[config.mk]
export PLATFORM = sky130hd
export DESIGN_NAME = dtc_timer_unit
export DESIGN_NICKNAME = d
export VERILOG_FILES = /design/src/dtc_pkg.sv /design/src/dtc_timer_unit.sv
export VERILOG_INCLUDE_DIRS = /design/src
export SDC_FILE = /design/constraint.sdc
export NUM_CORES = 1
export LEC_CHECK = 0
export BUFFER_PORTS_ARGS = -buffer_cell sky130_fd_sc_hd__buf_2
export CAP_MARGIN = 30
export CORE_MARGIN = 3
export CORE_UTILIZATION = 60
export CTS_CLUSTER_DIAMETER = 50
export CTS_CLUSTER_SIZE = 28
export DETAILED_ROUTE_END_ITERATION = 8
export GPL_TIMING_DRIVEN = 1
export PLACE_DENSITY_LB_ADDON = 0.2
export SYNTH_ARGS = -nofsm -noshare
export SYNTH_HDL_FRONTEND = slang
export SYNTH_SLANG_ARGS = --single-unit
[constraint.sdc]
create_clock -name clock -period 2.9 [get_ports clock]
set_input_delay 0.58 -clock clock [delete_from_list [all_inputs] [get_ports clock]]
set_output_delay 0.58 -clock clock [all_outputs]
set_load 0.01 [all_outputs]
[src/dtc_defs.svh]
// Register offsets, field positions, reset values and timing counts of the dual timer unit
`ifndef DTC_DEFS_SVH
`define DTC_DEFS_SVH

`define DTC_ADDR_PRESCALE 8'h00
`define DTC_ADDR_MODE 8'h01
`define DTC_ADDR_CONTROL 8'h02
`define DTC_ADDR_FIRST_LOW 8'h03
`define DTC_ADDR_FIRST_HIGH 8'h04
`define DTC_ADDR_SECOND_LOW 8'h05
`define DTC_ADDR_SECOND_HIGH 8'h06

`define DTC_PRESCALE_RST 6'h3F
`define DTC_MODE_RST 8'h00
`define DTC_CONTROL_RST 8'h00
`define DTC_COUNT_RST 8'h00

`define DTC_FIRST_PSEL_LSB 0
`define DTC_UPPER_PSEL_LSB 2
`define DTC_SECOND_PSEL_LSB 4

`define DTC_IT_BIT0 0
`define DTC_IE_BIT0 1
`define DTC_TR_BIT0 4
`define DTC_TF_BIT0 5
`define DTC_CHAN_STRIDE 2

`define DTC_MODE_13 2'h0
`define DTC_MODE_16 2'h1
`define DTC_MODE_RELOAD 2'h2
`define DTC_MODE_SPLIT 2'h3

`define DTC_MC_LAST 2'h2

`endif

[src/dtc_pkg.sv]
// Types shared by the dual timer unit
package dtc_pkg;

  typedef struct packed {
    logic gate;
    logic counter_sel;
    logic mode_sel_high;
    logic mode_sel_low;
  } dtc_cfg_t;

  typedef struct packed {
    dtc_cfg_t second;
    dtc_cfg_t first;
  } dtc_mode_reg_t;

  typedef struct packed {
    logic [7:0] hi;
    logic [7:0] lo;
  } dtc_count_t;

  typedef struct packed {
    logic ovf;
    dtc_count_t cnt;
  } dtc_step_t;

endpackage

[src/dtc_timer_unit.sv]
// Dual timer/counter unit with prescalers, gating, four modes and interrupt flags
`timescale 1ns/10ps
`include "dtc_defs.svh"

module dtc_timer_unit (
  // Clock and reset
  input wire logic clock,
  input wire logic reset,
  // Register port
  input wire logic [7:0] reg_addr,
  input wire logic [7:0] reg_wdata,
  input wire logic reg_wr,
  input wire logic reg_rd,
  output logic [7:0] reg_rdata,
  // External pins
  input wire logic ext_irq_zero_pin,
  input wire logic ext_irq_one_pin,
  input wire logic first_count_pin,
  input wire logic second_count_pin,
  // Vectoring acknowledges
  input wire logic ack_ext_zero,
  input wire logic ack_first_ovf,
  input wire logic ack_ext_one,
  input wire logic ack_second_ovf,
  // Interrupt requests
  output logic ext_irq_zero_flag,
  output logic first_overflow_flag,
  output logic ext_irq_one_flag,
  output logic second_overflow_flag
);

  logic [1:0] mc_cnt_r;
  logic [5:0] presc_r;
  dtc_pkg::dtc_mode_reg_t mode_r;
  logic [7:0] ctl_r;
  logic [7:0] ctl_nxt;
  dtc_pkg::dtc_count_t first_r;
  dtc_pkg::dtc_count_t first_nxt;
  dtc_pkg::dtc_count_t second_r;
  dtc_pkg::dtc_count_t second_nxt;
  logic [3:0] samp_r;
  logic [1:0] pend_r;
  logic [1:0] pre_cnt_r [3];
  logic [7:0] rdata_r;

  logic mc_tick;
  logic [3:0] pins;
  logic [3:0] fall;
  logic [1:0] pre_sel [3];
  logic [2:0] pre_en;
  logic [2:0] pre_fire;
  logic [1:0] run_en;
  logic [1:0] tmr_inc;
  logic [1:0] tf_set;
  logic [1:0] ack_ext;
  logic [1:0] ack_tf;
  logic split;
  logic hi_inc;
  dtc_pkg::dtc_step_t step_first;
  dtc_pkg::dtc_step_t step_second;
  logic wr_presc;
  logic wr_mode;
  logic wr_ctl;
  logic wr_fl;
  logic wr_fh;
  logic wr_sl;
  logic wr_sh;
  logic [7:0] rd_mux;

  // One count step per mode
  function automatic dtc_pkg::dtc_step_t step(input logic [1:0] m, input dtc_pkg::dtc_count_t c);
    dtc_pkg::dtc_step_t r;
    r.ovf = 1'b0;
    r.cnt = c;
    unique case (m)
      `DTC_MODE_13: begin
        r.cnt.lo[4:0] = c.lo[4:0] + 5'h01;
        if (&c.lo[4:0]) begin
          r.cnt.hi = c.hi + 8'h01;
          r.ovf = &c.hi;
        end
      end
      `DTC_MODE_16: begin
        r.cnt = c + 16'h0001;
        r.ovf = &c;
      end
      `DTC_MODE_RELOAD: begin
        r.cnt.lo = (&c.lo) ? c.hi : c.lo + 8'h01;
        r.ovf = &c.lo;
      end
      `DTC_MODE_SPLIT: begin
        r.cnt.lo = c.lo + 8'h01;
        r.ovf = &c.lo;
      end
    endcase
    return r;
  endfunction

  // Machine cycle of three clocks
  assign mc_tick = (mc_cnt_r == `DTC_MC_LAST);
  assign pins = {second_count_pin, first_count_pin, ext_irq_one_pin, ext_irq_zero_pin};
  assign fall = mc_tick ? (samp_r & ~pins) : 4'h0;

  // Register decode
  assign wr_presc = reg_wr && (reg_addr == `DTC_ADDR_PRESCALE);
  assign wr_mode = reg_wr && (reg_addr == `DTC_ADDR_MODE);
  assign wr_ctl = reg_wr && (reg_addr == `DTC_ADDR_CONTROL);
  assign wr_fl = reg_wr && (reg_addr == `DTC_ADDR_FIRST_LOW);
  assign wr_fh = reg_wr && (reg_addr == `DTC_ADDR_FIRST_HIGH);
  assign wr_sl = reg_wr && (reg_addr == `DTC_ADDR_SECOND_LOW);
  assign wr_sh = reg_wr && (reg_addr == `DTC_ADDR_SECOND_HIGH);
  assign rd_mux = (reg_addr == `DTC_ADDR_PRESCALE) ? {2'h0, presc_r} :
                  (reg_addr == `DTC_ADDR_MODE) ? mode_r :
                  (reg_addr == `DTC_ADDR_CONTROL) ? ctl_r :
                  (reg_addr == `DTC_ADDR_FIRST_LOW) ? first_r.lo :
                  (reg_addr == `DTC_ADDR_FIRST_HIGH) ? first_r.hi :
                  (reg_addr == `DTC_ADDR_SECOND_LOW) ? second_r.lo :
                  (reg_addr == `DTC_ADDR_SECOND_HIGH) ? second_r.hi : 8'h00;

  // Run and gating
  assign split = ({mode_r.first.mode_sel_high, mode_r.first.mode_sel_low} == `DTC_MODE_SPLIT);
  assign run_en[0] = ctl_r[`DTC_TR_BIT0] && (!mode_r.first.gate || ext_irq_zero_pin);
  assign run_en[1] = ctl_r[`DTC_TR_BIT0 + `DTC_CHAN_STRIDE] && (!mode_r.second.gate || ext_irq_one_pin) &&
                     ({mode_r.second.mode_sel_high, mode_r.second.mode_sel_low} != `DTC_MODE_SPLIT);

  // Prescaler selects and enables
  assign pre_sel[0] = presc_r[`DTC_FIRST_PSEL_LSB +: 2];
  assign pre_sel[1] = presc_r[`DTC_SECOND_PSEL_LSB +: 2];
  assign pre_sel[2] = presc_r[`DTC_UPPER_PSEL_LSB +: 2];
  assign pre_en[0] = run_en[0] && !mode_r.first.counter_sel;
  assign pre_en[1] = run_en[1] && !mode_r.second.counter_sel;
  assign pre_en[2] = split && ctl_r[`DTC_TR_BIT0 + `DTC_CHAN_STRIDE];

  genvar gi;
  generate
    for (gi = 0; gi < 3; gi++) begin : g_pre
      assign pre_fire[gi] = mc_tick && pre_en[gi] && (pre_cnt_r[gi] == pre_sel[gi]);
      always_ff @(posedge clock) begin
        if (reset || !pre_en[gi]) begin
          pre_cnt_r[gi] <= 2'h0;
        end else if (mc_tick) begin
          pre_cnt_r[gi] <= pre_fire[gi] ? 2'h0 : pre_cnt_r[gi] + 2'h1;
        end
      end
    end
  endgenerate

  // Event counting is applied one machine cycle after the edge
  generate
    for (gi = 0; gi < 2; gi++) begin : g_evt
      always_ff @(posedge clock) begin
        if (reset) begin
          pend_r[gi] <= 1'b0;
        end else if (mc_tick) begin
          pend_r[gi] <= fall[2 + gi];
        end
      end
    end
  endgenerate

  assign tmr_inc[0] = mode_r.first.counter_sel ? (mc_tick && pend_r[0] && run_en[0]) : pre_fire[0];
  assign tmr_inc[1] = mode_r.second.counter_sel ? (mc_tick && pend_r[1] && run_en[1]) : pre_fire[1];
  assign hi_inc = pre_fire[2];

  assign step_first = step({mode_r.first.mode_sel_high, mode_r.first.mode_sel_low}, first_r);
  assign step_second = step({mode_r.second.mode_sel_high, mode_r.second.mode_sel_low}, second_r);

  assign tf_set[0] = tmr_inc[0] && step_first.ovf;
  assign tf_set[1] = split ? (hi_inc && (&first_r.hi)) : (tmr_inc[1] && step_second.ovf);
  assign ack_ext = {ack_ext_one, ack_ext_zero};
  assign ack_tf = {ack_second_ovf, ack_first_ovf};

  // Control register next value per channel
  generate
    for (gi = 0; gi < 2; gi++) begin : g_ctl
      localparam int TF = `DTC_TF_BIT0 + `DTC_CHAN_STRIDE * gi;
      localparam int TR = `DTC_TR_BIT0 + `DTC_CHAN_STRIDE * gi;
      localparam int IE = `DTC_IE_BIT0 + `DTC_CHAN_STRIDE * gi;
      localparam int IT = `DTC_IT_BIT0 + `DTC_CHAN_STRIDE * gi;
      assign ctl_nxt[TF] = tf_set[gi] || (wr_ctl ? reg_wdata[TF] : (ctl_r[TF] && !ack_tf[gi]));
      assign ctl_nxt[TR] = wr_ctl ? reg_wdata[TR] : ctl_r[TR];
      assign ctl_nxt[IT] = wr_ctl ? reg_wdata[IT] : ctl_r[IT];
      assign ctl_nxt[IE] = ctl_r[IT] ?
                           (fall[gi] || (wr_ctl ? reg_wdata[IE] : (ctl_r[IE] && !ack_ext[gi]))) :
                           !samp_r[gi];
    end
  endgenerate

  // Count register next values; software writes win over counting
  always_comb begin
    first_nxt = tmr_inc[0] ? step_first.cnt : first_r;
    if (split && hi_inc) begin
      first_nxt.hi = first_r.hi + 8'h01;
    end
    if (wr_fl) begin
      first_nxt.lo = reg_wdata;
    end
    if (wr_fh) begin
      first_nxt.hi = reg_wdata;
    end
    second_nxt = tmr_inc[1] ? step_second.cnt : second_r;
    if (wr_sl) begin
      second_nxt.lo = reg_wdata;
    end
    if (wr_sh) begin
      second_nxt.hi = reg_wdata;
    end
  end

  always_ff @(posedge clock) begin
    if (reset) begin
      mc_cnt_r <= 2'h0;
      samp_r <= 4'hF;
    end else begin
      mc_cnt_r <= mc_tick ? 2'h0 : mc_cnt_r + 2'h1;
      samp_r <= mc_tick ? pins : samp_r;
    end
  end

  always_ff @(posedge clock) begin
    if (reset) begin
      presc_r <= `DTC_PRESCALE_RST;
      mode_r <= `DTC_MODE_RST;
      ctl_r <= `DTC_CONTROL_RST;
    end else begin
      presc_r <= wr_presc ? reg_wdata[5:0] : presc_r;
      mode_r <= wr_mode ? reg_wdata : mode_r;
      ctl_r <= ctl_nxt;
    end
  end

  always_ff @(posedge clock) begin
    if (reset) begin
      first_r <= {`DTC_COUNT_RST, `DTC_COUNT_RST};
      second_r <= {`DTC_COUNT_RST, `DTC_COUNT_RST};
      rdata_r <= 8'h00;
    end else begin
      first_r <= first_nxt;
      second_r <= second_nxt;
      rdata_r <= reg_rd ? rd_mux : 8'h00;
    end
  end

  assign reg_rdata = rdata_r;
  assign ext_irq_zero_flag = ctl_r[`DTC_IE_BIT0];
  assign first_overflow_flag = ctl_r[`DTC_TF_BIT0];
  assign ext_irq_one_flag = ctl_r[`DTC_IE_BIT0 + `DTC_CHAN_STRIDE];
  assign second_overflow_flag = ctl_r[`DTC_TF_BIT0 + `DTC_CHAN_STRIDE];
endmodule

# [Word-level counts from Yosys, hierarchy flattened]
# Memories as Yosys holds them, arrays and structs flattened.
# Index checks and enable logic that the tools add are counted.
[word_totals] word_cells=197 n_memories=1 ram_bits=6 in_bits=28 ff_bits=70 output_inout_bits=12
[op_classes] addsub=12 reduce_logical=81 eq_ne=19 n_mux=55 bitwise_logic=6
[mem_list] name="pre_cnt_r" words=3 width=2 read_ports=3 rd_clocked_by_memory_dff=0 wr=3 line_no="dtc_timer_unit.sv:43" text="logic [1:0] pre_cnt_r [3];"
[ops] operator="8-bit two-way mux" count=13
[ops] operator="5-bit one-hot mux with 4 select lines" count=2
[ops] operator="16-bit by 1-bit adder with 16-bit output, second input constant" count=2
[ops] operator="8-bit by 1-bit adder with 8-bit output, second input constant" count=4
[ops] operator="16-bit two-way mux" count=2
[ops] operator="8-bit one-hot mux with 2 select lines" count=2
[ops] operator="16-bit AND reduction" count=2
[ops] operator="8-bit AND reduction" count=4
[ops] operator="1-bit logical AND" count=31
[ops] operator="8-bit by 3-bit == test with 1-bit output, second input constant" count=3
[ops] operator="1-bit two-way mux" count=22
[ops] operator="9-bit two-way mux" count=2
[ops] operator="3-bit one-hot mux with 3 select lines" count=2
[ops] operator="8-bit by 2-bit == test with 1-bit output, second input constant" count=2
[ops] operator="1-bit logical NOT" count=13
[ops] operator="2-bit two-way mux" count=6
[ops] operator="4-bit nonzero test" count=3
[ops] operator="5-bit by 1-bit adder with 5-bit output, second input constant" count=2
[ops] operator="2-bit == test, second input constant" count=5
[ops] operator="5-bit AND reduction" count=2
[ops] operator="1-bit logical OR" count=9
[ops] operator="2-bit by 1-bit adder with 2-bit output, second input constant" count=4
[ops] operator="8-bit by 1-bit == test with 1-bit output, second input constant" count=1
[ops] operator="8-bit logical NOT" count=1
[ops] operator="other kinds (19)" count=34

# [Logic depth before layout (Yosys ltp)]
[logic_depth] word_depth=11 mapped_depth=10 mapped_depth_nobuf=9

# [Worst setup path after synthesis]
# Ideal clock, no wire load.
[synth_path] path_kind="input port to flip-flop" startpoint="input reg_addr[3]" endpoint="register ctl_r[7]" n_path_buf=2 t_required_ns=2.768 path_slack_ns=0.386 setup_ns=0.132 cell_stages=8 t_arrival_ns=2.382 path_cell_list="or4_1 -> or3_1 -> clkbuf_1 -> nor2_1 -> buf_2 -> nor3b_1 -> a221oi_1 -> a21oi_1"
[synth_between] elab_chain_cells=4
[synth_rtl] item="from (decl)" line_no="dtc_timer_unit.sv:10" text="input wire logic [7:0] reg_addr,"
[synth_rtl] item="8-bit by 2-bit == test with 1-bit output (no line)"
[synth_rtl] item="1-bit logical AND" line_no="dtc_timer_unit.sv:107" text="assign wr_ctl = reg_wr && (reg_addr == `DTC_ADDR_CONTROL);"
[synth_rtl] item="1-bit two-way mux" line_no="dtc_timer_unit.sv:180" text="assign ctl_nxt[TF] = tf_set[gi] || (wr_ctl ? reg_wdata[TF] : (ctl_r[TF] && !ack_tf[gi]));"
[synth_rtl] item="1-bit logical OR" line_no="dtc_timer_unit.sv:180"
[synth_rtl] item="to (signal assigned)" line_no="dtc_timer_unit.sv:224" text="ctl_r <= `DTC_CONTROL_RST;"
[synth_rtl] item="to (signal assigned)" line_no="dtc_timer_unit.sv:228" text="ctl_r <= ctl_nxt;"
[synth_rtl] item="to (decl)" line_no="dtc_timer_unit.sv:35" text="logic [7:0] ctl_r;"
# Every way passes these cells.
# A chain may end at the register's enable or synchronous reset.

# [Worst setup path in the final report]
[layout_path] startpoint="register mc_cnt_r[0]" endpoint="register first_r[13] (netlist bit)"
[layout_between] elab_chain_cells=6 word_cells_on_any_way=15 classes_between="eq/ne: 2; mux: 3; reduce/logical: 10"
[layout_rtl] item="from (decl)" line_no="dtc_timer_unit.sv:32" text="logic [1:0] mc_cnt_r;"
[layout_rtl] item="from (signal assigned)" line_no="dtc_timer_unit.sv:215" text="mc_cnt_r <= mc_tick ? 2'h0 : mc_cnt_r + 2'h1;"
[layout_rtl] item="2-bit == test (no line) *"
[layout_rtl] item="1-bit logical AND (on tied branches) (2 in a row)" line_no="dtc_timer_unit.sv:137, dtc_timer_unit.sv:161"
[layout_rtl] item="1-bit logical AND or 1-bit two-way mux (tied branches)" line_no="dtc_timer_unit.sv:192, dtc_timer_unit.sv:161"
[layout_rtl] item="4-bit != test (no line), or another cell as far along"
[layout_rtl] item="3-bit AND reduction (no line) or 8-bit two-way mux (tied branches)"
[layout_rtl] item="to (signal assigned)" line_no="dtc_timer_unit.sv:234" text="first_r <= {`DTC_COUNT_RST, `DTC_COUNT_RST};"
[layout_rtl] item="to (signal assigned)" line_no="dtc_timer_unit.sv:238" text="first_r <= first_nxt;"
[layout_rtl] item="to (decl)" line_no="dtc_timer_unit.sv:37" text="dtc_pkg::dtc_count_t first_r;"
# Mark *: on every way between the ends. The rest lies on a longest branch, timed or not.

==> impl_metrics.json <==
{
  "dr_wl_met2_um": 7350,
  "synthToLayoutAreaGrowth_pct": 11.1,
  "topRoutingLayerUsed": "met4",
  "multi_input_area_sq_um": 3150,
  "synth_cell_type_count": 69,
  "hold_class": "in -> reg",
  "slew_violations": 0,
  "placed_area_sq_um": 5320,
  "cts.sink_count": 76,
  "worst_pin_slew_ns": 0.686,
  "synth_top_flop_cell": "dfxtp_1",
  "required_ns": 3.18,
  "fin_area_sq_um": 5520,
  "ant_nets": 0,
  "critPathKind": "reg -> reg",
  "rsz0062_at_grt": "no",
  "worst_ir_drop_vdd_uv": 231,
  "num_rows": 32,
  "grt_pass1_vias": 4899,
  "post-dp-hpwl_um": 11600,
  "overflow": 0,
  "die_y_um": 97,
  "numCtsBuffers": 9,
  "finalClockSkew_ns": 0.00979,
  "leakagePower_nw": 1.96,
  "start_kind": "flop",
  "synth_edf_count": 6,
  "cp_cell_sequence": "inv_1, ha_1, buf_12, nand3_1, or3_1, a32o_1, or4_1, a311oi_1",
  "syn_avg_cell_area_sq_um": 7.70,
  "yosysSeqAreaShare_pct": 31.8,
  "cts_root_buf": "clkbuf_8",
  "total_power_mw": 2.13,
  "die_x_um": 97,
  "async_flop_share_pct": 0,
  "synth_area_leaders": "dfxtp_1 28%, nand2_1 5.4%, a21oi_1 4.6%, nor2_1 4.6%, ha_1 3.8%",
  "antenna_found_initial": 0,
  "n_fill_cell": 675,
  "clkTransAtPathRegs_ns": 0.09,
  "via_count": 5221,
  "htreeDepth": 3,
  "grt_max_degree": 36,
  "finalSetupViolations": 0,
  "yosysTopAreaCellShare_pct": 28.2,
  "finalHoldViolations": 0,
  "max_freq_mhz": 385,
  "antenna_cells": 0,
  "cp_max_fo": 27,
  "yosys-top-cells-count": "72 x nand2_1, 70 x dfxtp_1, 61 x nor2_1",
  "fin_crit_ns": 2.60,
  "detailedRoute.firstPassIterationCount": 6,
  "core_area_sq_um": 7890,
  "worstPathArrival_ns": 2.88,
  "cts_tree": "done",
  "drc": 0,
  "setup_tns_ns": 0,
  "wire_per_inst_um": 20.2,
  "outcome": "complete, no violations",
  "synth_area_leader_cell": "dfxtp_1",
  "crit_buf_inv": 2,
  "clk_latency_ns": 0.36,
  "viasPerCell": 6.63,
  "synth.most_common_cell": "nand2_1",
  "wl_met3_um": 1720,
  "drive_gt1_share_pct": 12.7,
  "synth_fp_nets": 688,
  "grt_pass1_wl_um": 25400,
  "syn-instance-count": 645,
  "powerDensity_nw_per_um2": 387,
  "rrSetupSlack_ns": 0.30,
  "final_nets": 724,
  "initial_core_util_pct": 63.0,
  "endpoint_kind": "flop",
  "critPathSlowestCell": "or4_1",
  "cap_violations": 0,
  "synth-seq-cells": 76,
  "place.gp.congestion": 0.992,
  "syn_area_sq_um": 4970,
  "cts_buffer_depth": 2,
  "grt_usage_pct": 33.5,
  "met1_length_um": 6270,
  "critPathTopFamily": "simple AND/OR/NAND/NOR gates",
  "design.portCount": 40,
  "synth_warnings": 0,
  "timing.final.crit_share_pct": 89.7,
  "port_buffers": 39,
  "seq_area_sq_um": 1580,
  "drt-initial-drc-count": 586,
  "post_cts_buffers": 0,
  "cpPeakStageDelay_ns": 0.55,
  "dieArea_sq_um": 9410,
  "relSlewSlack_pct": 54.3,
  "wl_um": 15900
}
sequential cells by signal (all words and copies together), names as in the netlist:
register,count
first_r,16
second_r,16
ctl_r,8
mode_r,8
reg_rdata,8
pre_cnt_r,6
presc_r,6
samp_r,4
mc_cnt_r,2
pend_r,2
layout by cell type, fill, tap and decap left out, drive strengths merged, types with 11 or more instances in the layout:
cell type / count
a211o: 12
a211oi: 13
a21oi: 46
and3: 11
buf: 60
dfxtp: 70
ha: 15
inv: 26
mux2i: 15
nand2: 72
nand2b: 14
nand3: 35
nor2: 61
nor2b: 15
nor3: 14
o21ai: 34
per-stage QoR:
stage | util, % | std cells | setup slack, ns | hold slack (ns)
after global placement | 67.4 | 772 | 0.310 | 0.410
after detailed placement | 67.4 | 772 | 0.251 | 0.447
after floorplan | - | 645 | 0.386 | 0.397
after CTS | 69.9 | 788 | 0.230 | 0.431
final | 70.0 | 788 | 0.300 | 0.439
after global routing | 70.0 | 788 | 0.194 | 0.445
report_power, final:
part,internal [mW],switching (mW)
Combinational,0.0699,0.120
Clock,0.402,0.452
Sequential,1.08,0.0143
Total,1.55,0.586
per-layer routing:
metal / up-vias / GRT usage (%)
met1: 2372 / 44.7
met4: 0 / 14.5
met5: - / 0
met2: 338 / 53.2
li1: 2455 / -
met3: 56 / 5.77
cell type report:
type | instances | share of cell area, %
flip-flops and latches | 76 | 28.7
well taps | 102 | 2.31
inverters | 24 | 1.63
clock inverters | 7 | 1.36
clock buffers | 9 | 2.24
multi-input cells | 510 | 57.2
repair buffers | 60 | 6.62
kinds of logic after synthesis:
group,synth area share (%)
adders and majority gates,3.78
AOI/OAI and AO/OA,24.4
DFF,31.8
and+or+nand+nor,28.5
xor gates and xnor gates,3.50
buffers and inverters,4.73
muxes,3.25
final timing paths:
path / startpoint / endpoint / cells past startpoint
worst max-delay path: mc_cnt_r[0] / first_r[13] / 8
worst min-delay path: second_count_pin / samp_r[3] / 2
worst max register to register: mc_cnt_r[0] / first_r[13] / 8
worst min register to register: mc_cnt_r[0] / mc_cnt_r[0] / 1
repair_timing:
action,in CTS,in global routing
hold endpoints to repair,0,0
setup endpoints to repair,0,1
resized for setup,0,1
hold buffers,0,0
Power figures use the tool's default switching activity.
